File: config.mk
export PLATFORM = sky130hd
export DESIGN_NAME = wdt_core
export DESIGN_NICKNAME = d
export VERILOG_FILES = /design/src/wdt_pkg.sv /design/src/wdt_prescaler.sv /design/src/wdt_core.sv
export VERILOG_INCLUDE_DIRS = /design/src
export SDC_FILE = /design/constraint.sdc
export NUM_CORES = 1
export LEC_CHECK = 0
export BUFFER_PORTS_ARGS = -buffer_cell sky130_fd_sc_hd__buf_2
export CELL_PAD_IN_SITES_DETAIL_PLACEMENT = 1
export CELL_PAD_IN_SITES_GLOBAL_PLACEMENT = 1
export CORE_MARGIN = 1.5
export CORE_UTILIZATION = 35
export CTS_BUF_LIST = sky130_fd_sc_hd__clkbuf_4 sky130_fd_sc_hd__clkbuf_8
export CTS_CLUSTER_DIAMETER = 120
export CTS_CLUSTER_SIZE = 24
export DETAILED_ROUTE_END_ITERATION = 8
export GPL_TIMING_DRIVEN = 1
export PLACE_DENSITY = 0.8
export SETUP_SLACK_MARGIN = 0.1
export SYNTH_ARGS = -nofsm -noshare
export SYNTH_HDL_FRONTEND = slang
export SYNTH_HIERARCHICAL = 1
export SYNTH_SLANG_ARGS = --single-unit
File: constraint.sdc
create_clock -name mclk_i -period 2.6 [get_ports mclk_i]
set_input_delay 0 -clock mclk_i [delete_from_list [all_inputs] [get_ports mclk_i]]
set_output_delay 0 -clock mclk_i [all_outputs]
set_load 0.03 [all_outputs]
File: src/wdt_cfg.svh
`ifndef WDT_CFG_SVH
`define WDT_CFG_SVH
// register byte offsets on the bus
`define WDT_OFF_COUNT 12'h000
`define WDT_OFF_PERIOD 12'h004
`define WDT_OFF_CTRL 12'h008
`define WDT_OFF_CTRL2 12'h00c
`define WDT_OFF_STATUS 12'h010
`define WDT_OFF_MASK 12'h014
// control register fields
`define WDT_CTRL_SOFT 11
`define WDT_CTRL_FREE 10
`define WDT_CTRL_PCNT_HI 9
`define WDT_CTRL_PCNT_LO 6
`define WDT_CTRL_FIELD_HI 3
`define WDT_CTRL_FIELD_LO 0
// second control register fields
`define WDT_CTRL2_FLAG 15
`define WDT_CTRL2_MODE 12
// reset values
`define WDT_RST_COUNT 16'hffff
`define WDT_RST_PERIOD 16'hffff
`define WDT_RST_FIELD 4'hf
`define WDT_RST_MODE 1'b1
`define WDT_RST_PRESCALE 16'hffff
`endif

File: src/wdt_pkg.sv
package wdt_pkg;
  // prescaler operating modes
  typedef enum logic {
    PRESCALE_DIRECT,
    PRESCALE_INDIRECT
  } prescale_mode_t;
endpackage

File: src/wdt_prescaler.sv
`timescale 1ns/1ps
`include "wdt_cfg.svh"
// ==========================================================
// prescaler: one tick per underflow
module wdt_prescaler (
  // clock and reset
  input wire logic mclk_i,
  input wire logic rst_n_i,
  // control
  input wire logic run_i,
  input wire logic reload_i,
  input wire logic mode_i,
  input wire logic [3:0] field_i,
  // result
  output logic tick_o,
  output logic [3:0] direct_cnt_o
);
  logic [15:0] cnt;
  logic [15:0] load_val;

  // indirect code n gives 2^(n+1)-1
  function automatic logic [15:0] indirect_value(input logic [3:0] n);
    indirect_value = 16'hffff >> (4'hf - n);
  endfunction

  // reload value depends on mode
  always_comb begin
    if (mode_i == wdt_pkg::PRESCALE_INDIRECT) begin
      load_val = indirect_value(field_i);
    end else begin
      load_val = {12'h000, field_i};
    end
  end

  // down-count, reload at zero; underflow makes the tick
  always_ff @(posedge mclk_i or negedge rst_n_i) begin
    if (!rst_n_i) begin
      cnt <= `WDT_RST_PRESCALE;
      tick_o <= 1'b0;
    end else if (reload_i) begin
      cnt <= load_val;
      tick_o <= 1'b0;
    end else if (run_i) begin
      if (cnt == 16'h0000) begin
        cnt <= load_val; // see R8
        tick_o <= 1'b1;
      end else begin
        cnt <= cnt - 16'h0001;
        tick_o <= 1'b0;
      end
    end else begin
      tick_o <= 1'b0;
    end
  end

  assign direct_cnt_o = cnt[3:0];
endmodule

File: src/wdt_core.sv
// Added by the designer: the register addresses and the APB interface to the registers.
`timescale 1ns/1ps
`include "wdt_cfg.svh"
// Summary of operation
// four 16-bit registers: count, reload period, control, second control.
// the count falls by one on each prescaler underflow.
// every reload of the count takes the reload period value.
// in debug halt with both halt bits low the count stops at once.
// in debug halt with halt-at-zero set the count runs to zero then stops.
// with run-on-halt set the count ignores debug halt.
// control bits 9..6 read the prescale counter, meaningful in direct mode.
// in direct mode the prescaler reloads from the 4-bit field at zero.
// in indirect mode field code n selects a prescale of 2^(n+1)-1.
// control bits 15..12 and 5..4 read zero and ignore writes.
// reset clears both halt bits and sets the field to 1111.
// reaching zero sets the timeout flag and raises the interrupt; the code raises it only while the mask bit (reset 0) is set.
// after a timeout count and prescaler reload and counting goes on.
// the mode bit selects direct at 0, indirect at 1, resetting to 1.
// in indirect mode one decrement comes per prescaler underflow.
module wdt_core (
  // clock and reset
  input wire logic mclk_i,
  input wire logic rst_n_i,
  // apb slave
  input wire logic psel_i,
  input wire logic penable_i,
  input wire logic pwrite_i,
  input wire logic [11:0] paddr_i,
  input wire logic [31:0] pwdata_i,
  output logic [31:0] prdata_o,
  output logic pready_o,
  output logic pslverr_o,
  // debug halt from the debugger (asynchronous)
  input wire logic debug_halt_i,
  // events
  output logic timeout_pulse_o,
  output logic timeout_interrupt_o
);
  // ==========================================================
  // register state
  logic [15:0] watchdog_count;
  logic [15:0] watchdog_reload_period;
  logic soft_bit;
  logic free_bit;
  logic [3:0] prescale_field;
  logic prescale_mode_select;
  logic timeout_flag;
  logic irq_mask;
  logic [1:0] halt_sync;
  logic halted;
  logic run;
  logic tick;
  logic [3:0] prescale_counter;
  logic at_zero;
  logic timeout;
  logic wr;
  logic rd;
  logic [15:0] ctrl_rd;
  logic [15:0] ctrl2_rd;

  // decode of a bus address, in the setup or the access phase
  function automatic logic hit(input logic [11:0] a, input logic [11:0] o);
    hit = (a == o);
  endfunction

  assign wr = psel_i && penable_i && pwrite_i;
  assign rd = psel_i && !pwrite_i;

  // ==========================================================
  // debug halt synchroniser; only the second stage is read
  always_ff @(posedge mclk_i or negedge rst_n_i) begin
    if (!rst_n_i) begin
      halt_sync <= 2'b00;
    end else begin
      halt_sync <= {halt_sync[0], debug_halt_i};
    end
  end
  assign halted = halt_sync[1];

  // ==========================================================
  // run enable: halt behaviour chosen by the two halt bits
  always_comb begin
    if (!halted || free_bit) begin
      run = 1'b1;
    end else if (soft_bit) begin
      run = (watchdog_count != 16'h0000);
    end else begin
      run = 1'b0;
    end
  end

  assign at_zero = (watchdog_count == 16'h0000);
  // a tick at zero is the timeout: the counter reloads instead
  assign timeout = run && tick && at_zero;

  wdt_prescaler u_prescaler (
    .mclk_i(mclk_i),
    .rst_n_i(rst_n_i),
    .run_i(run),
    .reload_i(1'b0),
    .mode_i(prescale_mode_select),
    .field_i(prescale_field),
    .tick_o(tick),
    .direct_cnt_o(prescale_counter)
  );

  // ==========================================================
  // count register; software write wins over a decrement
  always_ff @(posedge mclk_i or negedge rst_n_i) begin
    if (!rst_n_i) begin
      watchdog_count <= `WDT_RST_COUNT;
    end else if (wr && hit(paddr_i, `WDT_OFF_COUNT)) begin
      watchdog_count <= pwdata_i[15:0];
    end else if (timeout) begin
      watchdog_count <= watchdog_reload_period; // see R3
    end else if (run && tick) begin
      watchdog_count <= watchdog_count - 16'h0001;
    end
  end

  // period register
  always_ff @(posedge mclk_i or negedge rst_n_i) begin
    if (!rst_n_i) begin
      watchdog_reload_period <= `WDT_RST_PERIOD;
    end else if (wr && hit(paddr_i, `WDT_OFF_PERIOD)) begin
      watchdog_reload_period <= pwdata_i[15:0];
    end
  end

  // control register: reserved bits are simply not stored
  always_ff @(posedge mclk_i or negedge rst_n_i) begin
    if (!rst_n_i) begin
      soft_bit <= 1'b0;
      free_bit <= 1'b0;
      prescale_field <= `WDT_RST_FIELD;
    end else if (wr && hit(paddr_i, `WDT_OFF_CTRL)) begin
      soft_bit <= pwdata_i[`WDT_CTRL_SOFT];
      free_bit <= pwdata_i[`WDT_CTRL_FREE];
      prescale_field <= pwdata_i[`WDT_CTRL_FIELD_HI:`WDT_CTRL_FIELD_LO];
    end
  end

  // second control: mode bit and timeout flag (write one clears)
  always_ff @(posedge mclk_i or negedge rst_n_i) begin
    if (!rst_n_i) begin
      prescale_mode_select <= `WDT_RST_MODE;
    end else if (wr && hit(paddr_i, `WDT_OFF_CTRL2)) begin
      prescale_mode_select <= pwdata_i[`WDT_CTRL2_MODE];
    end
  end

  // ==========================================================
  // sticky flag; a timeout in the clearing cycle wins
  always_ff @(posedge mclk_i or negedge rst_n_i) begin
    if (!rst_n_i) begin
      timeout_flag <= 1'b0;
    end else if (timeout) begin
      timeout_flag <= 1'b1;
    end else if (wr && (hit(paddr_i, `WDT_OFF_CTRL2)
                        || hit(paddr_i, `WDT_OFF_STATUS))
                 && pwdata_i[`WDT_CTRL2_FLAG]) begin
      timeout_flag <= 1'b0;
    end
  end

  // interrupt mask, bit 15 aligned with the flag
  always_ff @(posedge mclk_i or negedge rst_n_i) begin
    if (!rst_n_i) begin
      irq_mask <= 1'b0;
    end else if (wr && hit(paddr_i, `WDT_OFF_MASK)) begin
      irq_mask <= pwdata_i[`WDT_CTRL2_FLAG];
    end
  end

  // outputs from flip-flops
  always_ff @(posedge mclk_i or negedge rst_n_i) begin
    if (!rst_n_i) begin
      timeout_pulse_o <= 1'b0;
      timeout_interrupt_o <= 1'b0;
    end else begin
      timeout_pulse_o <= timeout;
      timeout_interrupt_o <= (timeout_flag || timeout) && irq_mask;
    end
  end

  // ==========================================================
  // read mux; reserved bits read zero
  always_comb begin
    ctrl_rd = 16'h0000;
    ctrl_rd[`WDT_CTRL_SOFT] = soft_bit;
    ctrl_rd[`WDT_CTRL_FREE] = free_bit;
    ctrl_rd[`WDT_CTRL_PCNT_HI:`WDT_CTRL_PCNT_LO] = prescale_counter;
    ctrl_rd[`WDT_CTRL_FIELD_HI:`WDT_CTRL_FIELD_LO] = prescale_field;
    ctrl2_rd = 16'h0000;
    ctrl2_rd[`WDT_CTRL2_FLAG] = timeout_flag;
    ctrl2_rd[`WDT_CTRL2_MODE] = prescale_mode_select;
  end

  // one wait-free answer in the setup cycle; data held at access
  always_ff @(posedge mclk_i or negedge rst_n_i) begin
    if (!rst_n_i) begin
      prdata_o <= 32'h0000_0000;
      pready_o <= 1'b0;
      pslverr_o <= 1'b0;
    end else begin
      pready_o <= psel_i && !penable_i;
      pslverr_o <= psel_i && !penable_i
                   && !(hit(paddr_i, `WDT_OFF_COUNT)
                   || hit(paddr_i, `WDT_OFF_PERIOD)
                   || hit(paddr_i, `WDT_OFF_CTRL)
                   || hit(paddr_i, `WDT_OFF_CTRL2)
                   || hit(paddr_i, `WDT_OFF_STATUS)
                   || hit(paddr_i, `WDT_OFF_MASK));
      if (rd && !penable_i) begin
        unique case (paddr_i)
          `WDT_OFF_COUNT: prdata_o <= {16'h0000, watchdog_count};
          `WDT_OFF_PERIOD: prdata_o <= {16'h0000, watchdog_reload_period};
          `WDT_OFF_CTRL: prdata_o <= {16'h0000, ctrl_rd};
          `WDT_OFF_CTRL2: prdata_o <= {16'h0000, ctrl2_rd};
          `WDT_OFF_STATUS: prdata_o <= {16'h0000, timeout_flag, 15'h0000};
          `WDT_OFF_MASK: prdata_o <= {16'h0000, irq_mask, 15'h0000};
          default: prdata_o <= 32'h0000_0000;
        endcase
      end
    end
  end
endmodule

==> impl_results.md <==
* # diodes at 0
* H-tree depth at 3
* Util after Layout at 0.422
* Clock slew at reported path FFs at 0.09 ns
* Tot GR Track Use at 0.206
* Post-route ant nets at 0
* Post-DR wirelength/cell at 19.5 um
* Worst path cell trace: inv_1 > ha_1 > nor4b_1 > and4_1 > or2_1 > or4_1 > nand3_1
* Top_reg_cell synth: dfstp_2
* Largest net degree at the start of global routing at 81
* Pwr per Cell Area at 631 nW/um^2
* Setup TNS at 0 ns
* Layout area overhead at 17.1%
* Hold Fails Final Rpt at 0
* FF-to-FF End: u_prescaler/cnt[8]
* Post-synth ARST share at 1.00
* Syn. warnings at 6
* Initial Util at 0.360
* Drt pass-1 iters at 5
* Max_cap viols at 0
* Clk sink count at 80
* Seq cells post-synth at 80
* Final setup fails at 0
* Synth area leaders: dfstp_2 (29%), dfrtp_1 (14%), mux2_2 (5.6%)
* Vias in the first global route at 4452
* WP data required at 2.91 ns
* Fmax at 421 MHz
* Critical path class: flop to flop
* Count leader, synth: dfstp_2
* Mapped Area at 4790 sq um
* Drt drc at 0
* Synth top cells by count: dfstp_2 (53), nand2_1 (41), o21ai_0 (30)
* Final period util at 0.914
* Crit start category: flop
* Status: finished, final reports clean
* Fin nets at 606
* Flop-to-flop setup slack at 0.22 ns
* Core ar. at 13300 sq um
* Worst path slowest cell: dfstp_2
* Leakage power at 2.27 nW
* Share of the synthesized area in the top cell type at 0.291
* Initial antenna violation count at 0
* Final min period at 2.38 ns
* Avg Cell Area, Syn at 9.84 sq um
* Filler instances at 1539
* # IOs at 86
* Hold WS at 0.0342 ns
* Number of vias per cell at 5.74
* HP Class: input port to flop
* HPWL Detailed at 10300 um
* CTS Root Cell: clkbuf_8
* RSZ-0062 raised after global routing: true
* Post-synthesis cell count at 487
* I/O Buffers at 53
* DRT iter0 DRCs at 276
* Worst Hold Depth at 3
* Slew @ Worst Pin at 1.04 ns
* First-pass GRT wire length at 23400 um
* Delay of the slowest critical-path stage at 0.59 ns
* Setup bufs post-CTS at 0
* Vias at 4204
* Post-synth EDFFs at 0
* Die W at 120 um
* Reg-to-reg startpoint: u_prescaler/cnt[0]
* Crit path launch: u_prescaler/cnt[0]
* Seq/Total Area, Yosys at 0.432
* Clk_lat worst skew at 0.37 ns
* Worst Skew at 0.0142 ns
* Die area at 14400 sq um
* Clock Path Buffers at 2
* CTS tree: yes
* Crit end category: flop
* Distinct cells, synth at 75
* Row count at 42
* WL final at 14300 um
* Final number of max-transition violations at 0
* Max VDD drop at 0.316 mV
* Total gr overflow at 0
* GP Congestion at 0.877
* Worst slew margin at 0.304
* CTS Buf Count at 9
* CP endpoint: u_prescaler/cnt[8]
* R2R depth at 7
* Synth area leader: dfstp_2
* Final total power at 3.54 mW
* CP Max Fanout at 8
* Layout cell share with drive strength beyond 1 at 0.345
* Arrival time worst endpoint at 2.68 ns
* Die height at 120 um
[cell type report]
| type | count | area, sq um | area share |
|---|---|---|---|
| Timing Repair Buffer | 89 | 601 | 0.107 |
| Sequential cell | 80 | 2070 | 0.369 |
| Clock buffer | 9 | 124 | 0.0221 |
| Inverter | 11 | 41.3 | 0.00736 |
| Multi-Input combinational cell | 362 | 2490 | 0.445 |
| Clock inverter | 6 | 61.3 | 0.0109 |
| Tap cell | 176 | 220 | 0.0393 |
[metrics by stage]
step	setup slack (ns)	cell area (sq um)	cells
3_3_place_gp	0.224	5200	698
5_1_grt	0.0753	5610	733
6_report	0.225	5610	733
4_1_cts	0.126	5590	733
3_5_place_dp	0.108	5200	698
2_1_floorplan	0.105	4890	503
[report_power, final]
| group | leakage (nW) | switching, mW | internal (mW) |
|---|---|---|---|
| Clock | 0.0948 | 0.472 | 0.435 |
| Sequential | 0.921 | 0.203 | 1.47 |
| Combinational | 1.25 | 0.563 | 0.400 |
| Total | 2.27 | 1.24 | 2.30 |
[worst max-delay path: cells and delay by family, from the launching register on]
family	cells	cell delay (ns)
flip-flops	1	0.59
AND/OR/NAND/NOR	5	1.44
adder cells (fa/ha/maj)	1	0.22
buffers and inverters	1	0.07
[registers in the layout, summed over array words and instances (netlist names)]
register and cells:
free_bit 1, halt_sync 2, irq_mask 1, prdata_o 16, pready_o 1, prescale_field 4
prescale_mode_select 1, pslverr_o 1, soft_bit 1, timeout_flag 1, timeout_interrupt_o 1, timeout_pulse_o 1
u_prescaler/cnt 16, u_prescaler/tick_o 1, watchdog_count 16, watchdog_reload_period 16
[worst min-delay path by stage]
stage | from | endpoint
floorplan | rst_n_i | free_bit
global placement | debug_halt_i | halt_sync[0]
detailed placement | debug_halt_i | halt_sync[0]
CTS | psel_i | pslverr_o
global route | psel_i | pslverr_o
finish | psel_i | pslverr_o
[routing by layer]
layer	wire length [um]	vias up	global-route usage
met5	0	-	0
met4	328	0	0.0655
met3	623	26	0.0471
met2	7250	110	0.355
met1	6100	2139	0.254
li1	-	1929	-
[layout by cell type, fill, tap and decap left out, types with 4 or more instances in the layout]
master	synthesis	routed
dfstp_2	53	53
buf_2	8	52
nand2_1	41	41
o21ai_0	30	29
dfrtp_1	27	27
nor2_1	28	26
mux2_2	24	24
nand3_1	23	22
dlygate4sd3_1	0	20
a21oi_1	18	18
conb_1	1	17
buf_4	22	16
nor3_1	15	15
inv_1	10	10
a222oi_1	10	10
o211ai_1	10	10
clkbuf_8	0	9
or3_1	8	8
a31oi_1	7	7
nand4_1	7	7
nand2b_1	6	5
and2_1	5	5
nand4b_1	5	5
a21o_1	6	5
a22oi_1	5	5
nor4_1	5	5
o21a_1	4	4
nor4b_1	6	4
xnor2_1	4	4
or4_1	4	4
[cells by family (layout without fill, tap and decap cells)]
group	count (synthesis)	count (layout)	share of synthesized area
adder cells (fa/ha/maj)	3	3	0.00784
AO/OA/AOI/OAI	128	128	0.194
buffers and inverters	61	115	0.0734
multiplexers	28	28	0.0650
flip-flops	80	80	0.432
AND/OR/NAND/NOR	182	182	0.220
XOR/XNOR	4	4	0.00731
other	1	17	0.000783
[repair_timing]
item,4_1_cts,5_1_grt
resized for setup,1,8
setup endpoints to repair,1,11
hold endpoints to repair,71,0
hold buffers,20,0
(Power assumes the default switching activity.)
